## src/fwddec_pkg.sv

```systemverilog
package fwddec_pkg;

    // Register offsets on the 8-bit configuration port.
    localparam logic [7:0] OFS_DECODE_CONTROL = 8'h48;
    localparam logic [7:0] OFS_ROM_ENABLE = 8'h49;
    localparam logic [7:0] OFS_HOLE_BOTTOM = 8'h4A;
    localparam logic [7:0] OFS_HOLE_TOP = 8'h4B;
    localparam logic [7:0] OFS_UTIL_CS_A = 8'h4E;
    localparam logic [7:0] OFS_STATUS = 8'h4F;
    localparam logic [7:0] OFS_FWD_COUNT_LO = 8'h50;
    localparam logic [7:0] OFS_FWD_COUNT_HI = 8'h51;
    localparam logic [7:0] OFS_ISA_COUNT_LO = 8'h52;
    localparam logic [7:0] OFS_ISA_COUNT_HI = 8'h53;

    // Reset values.
    localparam logic [7:0] RST_DECODE_CONTROL = 8'h01;
    localparam logic [7:0] RST_ROM_ENABLE = 8'h00;
    localparam logic [7:0] RST_HOLE_BOTTOM = 8'h10;
    localparam logic [7:0] RST_HOLE_TOP = 8'h0F;
    localparam logic [7:0] RST_UTIL_CS_A = 8'h00;

    // Field positions.
    localparam int TOM_MSB = 7;
    localparam int TOM_LSB = 4;
    localparam int LOW_BASE_BIT = 0;
    localparam int LOW_VIDEO_BIT = 2;
    localparam int LOW_BIOS_BIT = 3;
    localparam int LOW_EXT_BIT = 1;
    localparam int BIOS_CS_ENABLE_BIT = 6;
    localparam int COUNT_W = 16;

    // Address fields, in units of 64 KByte (A19..A16) below 1 MByte, except SEG_ROM_TOP3 (A19..A17) and MBYTE_ONE (MBytes, A23..A20).
    localparam logic [3:0] SEG_EXT_LO = 4'h8;
    localparam logic [3:0] SEG_EXT_HI = 4'h9;
    localparam logic [3:0] SEG_VIDEO_LO = 4'hA;
    localparam logic [3:0] SEG_VIDEO_HI = 4'hB;
    localparam logic [2:0] SEG_ROM_TOP3 = 3'h6;
    localparam logic [3:0] SEG_LOW_BIOS = 4'hE;
    localparam logic [3:0] MBYTE_ONE = 4'h1;

    // Why a cycle was routed the way it was.
    typedef enum logic [2:0] {
        FWDDEC_RSN_NONE,
        FWDDEC_RSN_LOW,
        FWDDEC_RSN_ROM,
        FWDDEC_RSN_TOM,
        FWDDEC_RSN_HOLE,
        FWDDEC_RSN_BIOS_CS
    } fwddec_reason_t;

endpackage

```

## src/fwddec_cfg_if.sv

```systemverilog
`timescale 1ns/100ps
interface fwddec_cfg_if;
    import fwddec_pkg::*;

    logic [7:0] decode_control;
    logic [7:0] rom_enable;
    logic [7:0] hole_bottom_value;
    logic [7:0] hole_top_value;
    logic bios_cs_enable;
    logic [31:0] addr;
    logic to_pci;
    logic hole_hit;
    logic hole_enabled;
    fwddec_reason_t reason;

    // The register side supplies settings and address; the matcher answers.
    modport regs (
        output decode_control, rom_enable, hole_bottom_value, hole_top_value,
        output bios_cs_enable, addr,
        input to_pci, hole_hit, hole_enabled, reason
    );
    modport match (
        input decode_control, rom_enable, hole_bottom_value, hole_top_value,
        input bios_cs_enable, addr,
        output to_pci, hole_hit, hole_enabled, reason
    );
endinterface

```

## src/fwddec_top.sv

```systemverilog
`timescale 1ns/100ps
module fwddec_top (
    // Clock and reset.
    input wire logic i_clock,
    input wire logic i_rstn,
    // Register port.
    input wire logic [7:0] i_reg_addr,
    input wire logic [7:0] i_reg_wdata,
    input wire logic i_reg_write,
    input wire logic i_reg_read,
    output logic [7:0] o_reg_rdata,
    // ISA master or DMA memory cycle in.
    input wire logic i_cyc_valid,
    input wire logic [31:0] i_cyc_addr,
    input wire logic i_cyc_write,
    input wire logic i_cyc_dma,
    // Routing decision out.
    output logic o_dec_valid,
    output logic o_dec_to_pci,
    output logic o_dec_keep_isa,
    output logic o_dec_hole_hit,
    output logic [31:0] o_dec_addr,
    output logic o_dec_write,
    output logic o_dec_dma,
    output fwddec_pkg::fwddec_reason_t o_dec_reason
);
    import fwddec_pkg::*;

    fwddec_cfg_if cfg ();

    logic [7:0] decode_control;
    logic [7:0] rom_enable;
    logic [7:0] hole_bottom_value;
    logic [7:0] hole_top_value;
    logic [7:0] utility_bus_chip_select_a;
    logic [COUNT_W-1:0] fwd_count;
    logic [COUNT_W-1:0] isa_count;
    logic [COUNT_W-1:0] next_fwd_count;
    logic [COUNT_W-1:0] next_isa_count;
    logic last_to_pci;
    logic last_hole_hit;
    fwddec_reason_t last_reason;
    logic [7:0] status;
    logic [7:0] next_rdata;
    logic fwd_event;
    logic isa_event;

    // The matcher sees the live registers, so a write in cycle N steers a
    // cycle presented in N+1; a cycle in the same cycle as the write still
    // decodes with the old value.
    assign cfg.decode_control = decode_control;
    assign cfg.rom_enable = rom_enable;
    assign cfg.hole_bottom_value = hole_bottom_value;
    assign cfg.hole_top_value = hole_top_value;
    assign cfg.bios_cs_enable = utility_bus_chip_select_a[BIOS_CS_ENABLE_BIT];
    assign cfg.addr = i_cyc_addr;

    fwddec_match u_match (
        .cfg(cfg)
    );

    // Decode control register.
    always_ff @(posedge i_clock) begin
        if (!i_rstn) begin
            decode_control <= RST_DECODE_CONTROL;
        end else if (i_reg_write && i_reg_addr == OFS_DECODE_CONTROL) begin
            decode_control <= i_reg_wdata;
        end
    end

    // ROM block enable register.
    always_ff @(posedge i_clock) begin
        if (!i_rstn) begin
            rom_enable <= RST_ROM_ENABLE;
        end else if (i_reg_write && i_reg_addr == OFS_ROM_ENABLE) begin
            rom_enable <= i_reg_wdata;
        end
    end

    // Hole bottom and top; the reset pair leaves the hole switched off.
    // Software is trusted to keep both at or above 1 MByte; no guard here.
    always_ff @(posedge i_clock) begin
        if (!i_rstn) begin
            hole_bottom_value <= RST_HOLE_BOTTOM;
            hole_top_value <= RST_HOLE_TOP;
        end else if (i_reg_write) begin
            if (i_reg_addr == OFS_HOLE_BOTTOM) begin
                hole_bottom_value <= i_reg_wdata;
            end
            if (i_reg_addr == OFS_HOLE_TOP) begin
                hole_top_value <= i_reg_wdata;
            end
        end
    end

    // Utility bus chip select register; only the BIOS enable acts here,
    // the other bits are stored so software reads back what it wrote.
    always_ff @(posedge i_clock) begin
        if (!i_rstn) begin
            utility_bus_chip_select_a <= RST_UTIL_CS_A;
        end else if (i_reg_write && i_reg_addr == OFS_UTIL_CS_A) begin
            utility_bus_chip_select_a <= i_reg_wdata;
        end
    end

    // Decision is registered so downstream sees stable data for one cycle.
    always_ff @(posedge i_clock) begin
        if (!i_rstn) begin
            o_dec_valid <= 1'b0;
            o_dec_to_pci <= 1'b0;
            o_dec_keep_isa <= 1'b0;
            o_dec_hole_hit <= 1'b0;
            o_dec_addr <= 32'h0000_0000;
            o_dec_write <= 1'b0;
            o_dec_dma <= 1'b0;
            o_dec_reason <= FWDDEC_RSN_NONE;
        end else begin
            o_dec_valid <= i_cyc_valid;
            o_dec_to_pci <= i_cyc_valid && cfg.to_pci;
            o_dec_keep_isa <= i_cyc_valid && !cfg.to_pci;
            o_dec_hole_hit <= i_cyc_valid && cfg.hole_hit;
            if (i_cyc_valid) begin
                o_dec_addr <= i_cyc_addr;
                o_dec_write <= i_cyc_write;
                o_dec_dma <= i_cyc_dma;
                o_dec_reason <= cfg.reason;
            end
        end
    end

    // Last decision, kept for the status register.
    always_ff @(posedge i_clock) begin
        if (!i_rstn) begin
            last_to_pci <= 1'b0;
            last_hole_hit <= 1'b0;
            last_reason <= FWDDEC_RSN_NONE;
        end else if (i_cyc_valid) begin
            last_to_pci <= cfg.to_pci;
            last_hole_hit <= cfg.hole_hit;
            last_reason <= cfg.reason;
        end
    end

    // Traffic counters. A write to either byte clears the counter, but a
    // cycle counted in that same cycle is not lost: it becomes the new one.
    assign fwd_event = i_cyc_valid && cfg.to_pci;
    assign isa_event = i_cyc_valid && !cfg.to_pci;

    always_comb begin
        next_fwd_count = fwd_count + COUNT_W'(fwd_event);
        if (i_reg_write && (i_reg_addr == OFS_FWD_COUNT_LO || i_reg_addr == OFS_FWD_COUNT_HI)) begin
            next_fwd_count = COUNT_W'(fwd_event);
        end
        next_isa_count = isa_count + COUNT_W'(isa_event);
        if (i_reg_write && (i_reg_addr == OFS_ISA_COUNT_LO || i_reg_addr == OFS_ISA_COUNT_HI)) begin
            next_isa_count = COUNT_W'(isa_event);
        end
    end

    always_ff @(posedge i_clock) begin
        if (!i_rstn) begin
            fwd_count <= '0;
            isa_count <= '0;
        end else begin
            fwd_count <= next_fwd_count;
            isa_count <= next_isa_count;
        end
    end

    // Status byte: hole state and the most recent decision.
    assign status = {cfg.hole_enabled, 2'b00, last_reason, last_hole_hit, last_to_pci};

    // Read multiplexer; unmapped offsets read as zero.
    always_comb begin
        case (i_reg_addr)
            OFS_DECODE_CONTROL: next_rdata = decode_control;
            OFS_ROM_ENABLE: next_rdata = rom_enable;
            OFS_HOLE_BOTTOM: next_rdata = hole_bottom_value;
            OFS_HOLE_TOP: next_rdata = hole_top_value;
            OFS_UTIL_CS_A: next_rdata = utility_bus_chip_select_a;
            OFS_STATUS: next_rdata = status;
            OFS_FWD_COUNT_LO: next_rdata = fwd_count[7:0];
            OFS_FWD_COUNT_HI: next_rdata = fwd_count[15:8];
            OFS_ISA_COUNT_LO: next_rdata = isa_count[7:0];
            OFS_ISA_COUNT_HI: next_rdata = isa_count[15:8];
            default: next_rdata = 8'h00;
        endcase
    end

    // Read data stands only in the cycle after the strobe, zero otherwise.
    always_ff @(posedge i_clock) begin
        if (!i_rstn) begin
            o_reg_rdata <= 8'h00;
        end else if (i_reg_read) begin
            o_reg_rdata <= next_rdata;
        end else begin
            o_reg_rdata <= 8'h00;
        end
    end

endmodule

```

## src/fwddec_match.sv

```systemverilog
`timescale 1ns/100ps
module fwddec_match (
    // Settings in, routing decision out.
    fwddec_cfg_if.match cfg
);
    import fwddec_pkg::*;

    logic below_16m;
    logic below_1m;
    logic [3:0] seg;
    logic [3:0] tom_field;
    logic in_tom;
    logic low_hit;
    logic rom_hit;
    logic bios_block;

    assign below_16m = (cfg.addr[31:24] == 8'h00);
    assign below_1m = below_16m && (cfg.addr[23:20] == 4'h0);
    assign seg = cfg.addr[19:16];
    assign tom_field = cfg.decode_control[TOM_MSB:TOM_LSB];

    // Top of memory is field plus one MByte, so compare the MByte number directly.
    assign in_tom = below_16m && (cfg.addr[23:20] >= MBYTE_ONE)
        && (cfg.addr[23:20] <= tom_field);

    // Top below bottom turns the hole off.
    assign cfg.hole_enabled = (cfg.hole_top_value >= cfg.hole_bottom_value);

    // Both ends inclusive, the top covering its whole 64 KByte block.
    assign cfg.hole_hit = below_16m && cfg.hole_enabled
        && (cfg.addr[23:16] >= cfg.hole_bottom_value)
        && (cfg.addr[23:16] <= cfg.hole_top_value);

    // The BIOS chip select overrides the low BIOS enable.
    assign bios_block = below_1m && (seg == SEG_LOW_BIOS) && cfg.bios_cs_enable;

    // Fixed low-memory blocks.
    always_comb begin
        low_hit = 1'b0;
        if (below_1m) begin
            if (!cfg.addr[19]) begin
                low_hit = cfg.decode_control[LOW_BASE_BIT];
            end else if (seg == SEG_EXT_LO || seg == SEG_EXT_HI) begin
                low_hit = cfg.decode_control[LOW_EXT_BIT];
            end else if (seg == SEG_VIDEO_LO || seg == SEG_VIDEO_HI) begin
                low_hit = cfg.decode_control[LOW_VIDEO_BIT];
            end else if (seg == SEG_LOW_BIOS) begin
                low_hit = cfg.decode_control[LOW_BIOS_BIT] && !cfg.bios_cs_enable;
            end
        end
    end

    // Sixteen KByte ROM blocks: A16..A14 pick the enable bit.
    assign rom_hit = below_1m && (cfg.addr[19:17] == SEG_ROM_TOP3)
        && cfg.rom_enable[cfg.addr[16:14]];

    // Anything not claimed stays on ISA.
    always_comb begin
        cfg.to_pci = 1'b0;
        cfg.reason = FWDDEC_RSN_NONE;
        if (bios_block) begin
            cfg.reason = FWDDEC_RSN_BIOS_CS;
        end else if (low_hit) begin
            cfg.to_pci = 1'b1;
            cfg.reason = FWDDEC_RSN_LOW;
        end else if (rom_hit) begin
            cfg.to_pci = 1'b1;
            cfg.reason = FWDDEC_RSN_ROM;
        end else if (in_tom && cfg.hole_hit) begin
            cfg.reason = FWDDEC_RSN_HOLE;
        end else if (in_tom) begin
            cfg.to_pci = 1'b1;
            cfg.reason = FWDDEC_RSN_TOM;
        end
    end
endmodule

```

## config.mk

```make
export PLATFORM = sky130hd
export DESIGN_NAME = fwddec_top
export DESIGN_NICKNAME = d
export VERILOG_FILES = /design/src/fwddec_pkg.sv /design/src/fwddec_cfg_if.sv /design/src/fwddec_top.sv /design/src/fwddec_match.sv
export SDC_FILE = /design/constraint.sdc
export NUM_CORES = 1
export LEC_CHECK = 0
export ABC_AREA = 0
export ABC_CLOCK_PERIOD_IN_PS = 6700
export BUFFER_PORTS_ARGS = -buffer_cell sky130_fd_sc_hd__buf_2
export CAP_MARGIN = 20
export CORE_MARGIN = 2
export CORE_UTILIZATION = 45
export DETAILED_ROUTE_END_ITERATION = 12
export GPL_ROUTABILITY_DRIVEN = 1
export PLACE_DENSITY = 0.65
export SLEW_MARGIN = 20
export SYNTH_ARGS = -nofsm -noshare
export SYNTH_HDL_FRONTEND = slang
export SYNTH_SLANG_ARGS = --single-unit
```

## constraint.sdc

```tcl
create_clock -name i_clock -period 6.7 [get_ports i_clock]
set_input_delay 2.01 -clock i_clock [delete_from_list [all_inputs] [get_ports i_clock]]
set_output_delay 2.01 -clock i_clock [all_outputs]
set_load 0.03 [all_outputs]
```

==> results of run 1 <==
-- cell families (layout without fill, tap and decap cells) --
family                     after synthesis  after routing  synth area share [%]
and+or+nand+nor                        239            239                  19.9
DFF                                    123            123                  40.8
AOI/OAI and AO/OA                       90             90                  10.2
muxes                                   70             70                  14.3
buffers and inverters                   60            167                  4.33
adders and majority gates               32             32                  6.63
xor gates and xnor gates                26             26                  3.77
-- routing by layer --
| metal | global-route usage (%) | part of all wire [%] |
|---|---|---|
| met1 | 27.5 | 40 |
| met4 | 9.26 | 3.0 |
| met5 | 0 | 0 |
| met3 | 6.56 | 6.9 |
| met2 | 37.8 | 50 |
-- worst max path at each step --
stage,from,cells after the start,slack (ps),end
after floorplan,i_cyc_addr[16],16,1860,isa_count[12]$_SDFF_PP0_
after global placement,i_cyc_addr[17],16,1370,isa_count[12]$_SDFF_PP0_
after detailed placement,i_cyc_addr[17],16,1290,isa_count[14]$_SDFF_PP0_
after CTS,i_cyc_addr[17],16,1720,isa_count[14]$_SDFF_PP0_
after global routing,i_cyc_addr[17],16,1350,isa_count[12]$_SDFF_PP0_
final,i_cyc_addr[17],16,1710,isa_count[14]$_SDFF_PP0_
-- power breakdown --
part,leakage [nW],switching [mW],internal (mW)
registers,0.999,0.00822,0.747
logic,1.79,0.0982,0.0528
clock network,0.309,0.329,0.678
total,3.10,0.436,1.48
-- layout by cell type, fill, tap and decap left out, types with 3 or more instances in the layout --
cell type,synthesis,layout
nor2b_1,3,3
a22oi_1,3,3
buf_2,5,103
buf_4,6,3
inv_1,28,28
a222oi_1,7,7
mux2i_1,55,55
clkinvlp_4,0,3
and3_1,10,10
a21oi_1,41,41
nand3_1,36,36
bufinv_16,0,5
nand2_1,58,58
dfxtp_1,123,123
ha_1,32,32
xnor2_1,10,10
o21ai_0,13,13
nor2_1,93,93
o211ai_1,6,6
nand2b_1,3,3
xor2_1,16,16
nand4_1,8,8
and2_1,4,4
mux4_2,13,13
clkbuf_16,0,17
-- worst max-delay path: stages --
cell       delay (ps)
buf_2             140
ha_1              310
nor2b_1           130
o211ai_1          160
a21oi_1            90
o22ai_1           210
nand2b_1          130
a2111oi_4         560
and2_1            200
ha_1              190
ha_1              210
nand2_1            60
nor2_1            220
nand3_1           200
or3_1             380
a21oi_1           140
-- sequential cells by signal, indices dropped and copies added, names as in the netlist --
signal,flops
cfg.rom_enable,8
o_reg_rdata,8
isa_count,16
o_dec_dma,1
o_dec_valid,1
last_to_pci,1
o_dec_keep_isa,1
o_dec_addr,32
fwd_count,16
o_dec_hole_hit,1
cfg.hole_top_value,8
last_hole_hit,1
o_dec_to_pci,1
cfg.hole_bottom_value,8
last_reason,3
cfg.decode_control,8
o_dec_write,1
utility_bus_chip_select_a,8
-- layout make-up --
| type | count | area (um^2) | share of cell area [%] |
|---|---|---|---|
| Clock buffer | 21 | 460 | 6.31 |
| Clock inverter | 11 | 191 | 2.62 |
| Inverter | 29 | 109 | 1.49 |
| Multi-Input combinational cell | 457 | 3310 | 45.4 |
| Sequential cell | 123 | 2460 | 33.8 |
| Tap cell | 176 | 220 | 3.02 |
| Timing Repair Buffer | 106 | 538 | 7.38 |
==> summary.md, run 1 <==
| Metric | Value |
|---|---|
| Outcome | `finished clean` |
| Clock insertion delay at the later pin of the skew report | `420 ps` |
| Clk slew on worst S/H paths | `50 ps` |
| Synthesis warning total | `0` |
| TritonCTS buffer count | `17` |
| Clk_skew | `8.30 ps` |
| Max Root-Sink Buffers | `2` |
| Critical Path Source Type | `input pin` |
| Rows | `42` |
| Setup TNS | `0 ps` |
| Least-Margin Pin Slew | `793 ps` |
| Pin count of the biggest net entering global routing | `39` |
| Design Area, Final | `0.00729 mm^2` |
| CTS Hold Buffers Added | `0` |
| Syn Area/Cell | `9.43 um^2` |
| Max H-tree Level | `4` |
| Grt total ovfl | `0` |
| Crit end category | `flop` |
| P&R area growth vs syn | `20.8%` |
| # setup viols final | `0` |
| Die span in y | `120 um` |
| Final wirelength | `15500 um` |
| Final setup margin | `1710 ps` |
| Drt pass-1 iters | `5` |
| Yosys reg bits | `123` |
| Vias per inst | `5.49` |
| Post-CTS resize count | `0` |
| WHS Path Cells | `2` |
| CP Class | `input pin to flop` |
| Number of enable flip-flop cells after synthesis | `0` |
| TritonCTS clock tree | `yes` |
| Final period util | `74.5%` |
| R2R depth | `16` |
| Most frequent cell after synthesis | `dfxtp_1` |
| Routed length per instance | `16.8 um` |
| Vias in the first global route | `5047` |
| Worst min-delay path startpoint | `utility_bus_chip_select_a[0]$_SDFFE_PN0P_` |
| Sequential cell area fraction in the yosys report | `40.8%` |
| GRT Overall Usage | `22.7%` |
| Async S/R FF share, synth | `0%` |
| Leakage | `3.10 nW` |
| Worst min-delay path class | `flop to flop` |
| Required time of the worst setup path | `7040 ps` |
| Initial antenna violation count | `0` |
| Crit Path Max Fanout | `7` |
| DRC viols | `0` |
| Syn_nets | `727` |
| Primary FF master, synth | `dfxtp_1` |
| Fillcell total | `1223` |
| Fmax achieved | `200 MHz` |
| DP Cell Count | `891` |
| R2R Setup Slk | `3000 ps` |
| Worst r2r dst | `isa_count[14]$_SDFF_PP0_` |
| DR vias | `5067` |
| IO Pins | `104` |
| DP Worst Slack | `1290 ps` |
| Mapped cell area | `0.00604 mm^2` |
| Maxcap violations | `0` |
| Mapped Cells | `640` |
| Worst Hold Endpoint | `o_reg_rdata[0]$_SDFF_PN0_` |
| N_diodes | `0` |
| Initial Util | `45.8%` |
| DP Area | `0.00664 mm^2` |
| Total power | `1.91 mW` |
| Layout cell share with drive strength beyond 1 | `23.2%` |
| Fin crit period | `4990 ps` |
| Antenna Violating Nets Remaining | `0` |
| Share of the synthesized area in the top cell type | `40.8%` |
| Cell taking the most area after synthesis | `dfxtp_1` |
| Clock Tree Root | `clkbuf_16` |
| Setup bufs post-CTS | `0` |
| Final cell count without fillers | `923` |
| Most common library cells after synthesis | `123 x dfxtp_1, 93 x nor2_1, 58 x nand2_1` |
| Power per cell area | `262 mW/mm^2` |
| Detail Placement HPWL | `11600 um` |
| DIE AREA | `0.0144 mm^2` |
| Layout net count | `821` |
| Unrepaired setup endpoints after global routing | `false` |
| Worst VDD drop | `0.185 mV` |
| WHS | `458 ps` |
| Distinct cell type count after synthesis | `63` |
| Final Util | `55.3%` |
| Gpl congestion | `0.882` |
| Critical register-to-register path startpoint | `cfg.hole_top_value[1]$_SDFFE_PN1P_` |
| Fin. Hold Viols | `0` |
| 1st-iter DRT viols | `404` |
| CTS Sinks | `123` |
| IO Port Bufs | `103` |
| Area contributors post-synth | `dfxtp_1 41%, mux2i_1 9.1%, ha_1 6.6%` |
| First-pass GRT wire length | `25300 um` |
| Worst slew margin | `47.2%` |
| Final Max Slew Viols | `0` |
| Data arrival, critical path | `5330 ps` |
| Core Area | `0.0132 mm^2` |
| Die Span X | `120 um` |
Note: power is estimated with default switching activity, not from simulation.
==> inputs of run 2 (changes only) <==
ABC_CLOCK_PERIOD_IN_PS = 5170   (was 6700)
clock period = 5.17 ns   (was 6.7 ns; I/O delays follow)
==> run 2 against run 1 <==
Effect of this change:
- wire length is 1.3% higher
- critical path depth stayed put
- sequential cell count stayed put
- highest routed layer unchanged
- via count is 0.16% lower
- worst setup slack worse by 940 ps
- die area stayed put
- critical endpoint unchanged
==> summary.md, run 2 (synthesis gave the netlist of run 1 again) <==
| Metric | Value |
|---|---|
| Outcome | `finished clean` |
| Total power | `2.36 mW` |
| Clock insertion delay at the later pin of the skew report | `420 ps` |
| Worst VDD drop | `0.212 mV` |
| Gr busiest metal | `met2` |
| Most frequent CP cell | `ha_1` |
| Leakage | `3.08 nW` |
| CP top delay family | `simple AND/OR/NAND/NOR gates` |
| WHS | `459 ps` |
| N_diodes | `0` |
| Critical Path Source Type | `input pin` |
| Initial antenna violation count | `0` |
| GRT Overall Usage | `22.5%` |
| Grt total ovfl | `0` |
| CP Class | `input pin to flop` |
| Largest register FFs | `32` |
| R2R Setup Slk | `1560 ps` |
| Routed length per instance | `17.1 um` |
| P&R area growth vs syn | `19.8%` |
| Initial Util | `45.8%` |
| Top Registers | `o_dec_addr (32), fwd_count (16), isa_count (16)` |
| Worst min-delay path class | `flop to flop` |
| Clk slew on worst S/H paths | `50 ps` |
| DRC viols | `0` |
| Final period util | `85.1%` |
| Fin crit period | `4400 ps` |
| Met1 Usage GRT | `26.5%` |
| TritonCTS clock tree | `yes` |
| DP Worst Slack | `408 ps` |
| Crit Path Max Fanout | `7` |
| Maxcap violations | `0` |
| Worst path bufs/invs | `1` |
| DP Area | `0.00665 mm^2` |
| Drt pass-1 iters | `5` |
| # setup viols final | `0` |
| Required time of the worst setup path | `5510 ps` |
| Final wirelength | `15700 um` |
| Clk_skew | `8.73 ps` |
| Most frequent cells in the layout | `123 x dfxtp_1, 103 x buf_2, 93 x nor2_1` |
| Crit end category | `flop` |
| Worst slew margin | `47.7%` |
| Area of the multi-input gates | `0.00331 mm^2` |
| Gpl congestion | `0.840` |
| Die span in y | `120 um` |
| Antenna Violating Nets Remaining | `0` |
| Final setup margin | `768 ps` |
| CP max stage cell | `a2111oi_4` |
| TritonCTS buffer count | `17` |
| IO Pins | `104` |
| Layout cell share with drive strength beyond 1 | `22.7%` |
| Detail Placement HPWL | `11600 um` |
| Core Area | `0.0132 mm^2` |
| Max Root-Sink Buffers | `2` |
| Setup TNS | `0 ps` |
| Vias per inst | `5.49` |
| Unrepaired setup endpoints after global routing | `false` |
| Layout net count | `821` |
| Pin count of the biggest net entering global routing | `71` |
| DR vias | `5059` |
| Design Area, Final | `0.00723 mm^2` |
| DIE AREA | `0.0144 mm^2` |
| Fmax achieved | `227 MHz` |
| Met3 Use GR | `5.37%` |
| CTS Hold Buffers Added | `0` |
| Clock Tree Root | `clkbuf_16` |
| Max H-tree Level | `4` |
| Flip-flop and latch area | `0.00246 mm^2` |
| First-pass GRT wire length | `24900 um` |
| Setup bufs post-CTS | `0` |
| Fin. Hold Viols | `0` |
| Fillcell total | `1221` |
| Power per cell area | `326 mW/mm^2` |
| 1st-iter DRT viols | `401` |
| IO Port Bufs | `103` |
| CTS Sinks | `123` |
| Vias in the first global route | `4935` |
| DP Cell Count | `891` |
| Least-Margin Pin Slew | `784 ps` |
| Data arrival, critical path | `4740 ps` |
| CP cell instances | `buf_2, ha_1, nor2b_1, o211ai_1, a21oi_1, o22ai_1, nand2b_1, a2111oi_4, and2_1, ha_1, ha_1, nand2_1, nor2_1, nand3_1, or3_1, a21oi_1` |
| Final Util | `54.8%` |
| Most common cell after layout, fill and taps aside | `dfxtp_1` |
| Met2 GRT Util | `39.7%` |
| Die Span X | `120 um` |
| Rows | `42` |
| Post-CTS resize count | `0` |
| Final Max Slew Viols | `0` |
| Crit-path max cell delay | `390 ps` |
| Reg with most FFs | `o_dec_addr` |
| Final cell count without fillers | `921` |
-- run 2: cell count changes in the layout (fill, tap and decap cells not counted) --
cell,change
bufinv_16,-2
clkbuf_1,+2
clkinvlp_4,-2
inv_2,-1
inv_4,+1
-- run 2: tightest hold or removal path, stage by stage (launching register included) --
cell and delay, ps:
dfxtp_1 310, nand2_1 50, a21oi_1 50
-- run 2: path summary, 6_finish.rpt --
path / start / to / cells past startpoint
worst min register to register: utility_bus_chip_select_a[4]$_SDFFE_PN0P_ / utility_bus_chip_select_a[4]$_SDFFE_PN0P_ / 2
worst max-delay path: i_cyc_addr[17] / isa_count[14]$_SDFF_PP0_ / 16
worst min-delay path: utility_bus_chip_select_a[4]$_SDFFE_PN0P_ / utility_bus_chip_select_a[4]$_SDFFE_PN0P_ / 2
worst max register to register: cfg.hole_bottom_value[5]$_SDFFE_PN0P_ / fwd_count[14]$_SDFF_PP0_ / 17
-- run 2: final cells by class --
class,instances,area share [%]
Sequential cell,123,34.1
Tap cell,176,3.05
Clock inverter,7,1.61
Timing Repair Buffer,106,7.44
Inverter,29,1.54
Multi-Input combinational cell,457,45.8
Clock buffer,23,6.47
-- run 2: layer usage --
metal / part of all wire [%] / up-vias
met3: 4.7 / 28
met2: 52 / 123
li1: - / 2448
met5: 0 / -
met1: 41 / 2460
met4: 2.2 / 0
-- run 2: report_power, final --
group          total (mW)  leakage (nW)  switching [mW]  internal (mW)
Sequential          0.980         0.999          0.0108          0.969
Combinational       0.196          1.79           0.128         0.0681
Clock                1.18         0.283           0.406          0.776
Total                2.36          3.08           0.544           1.81
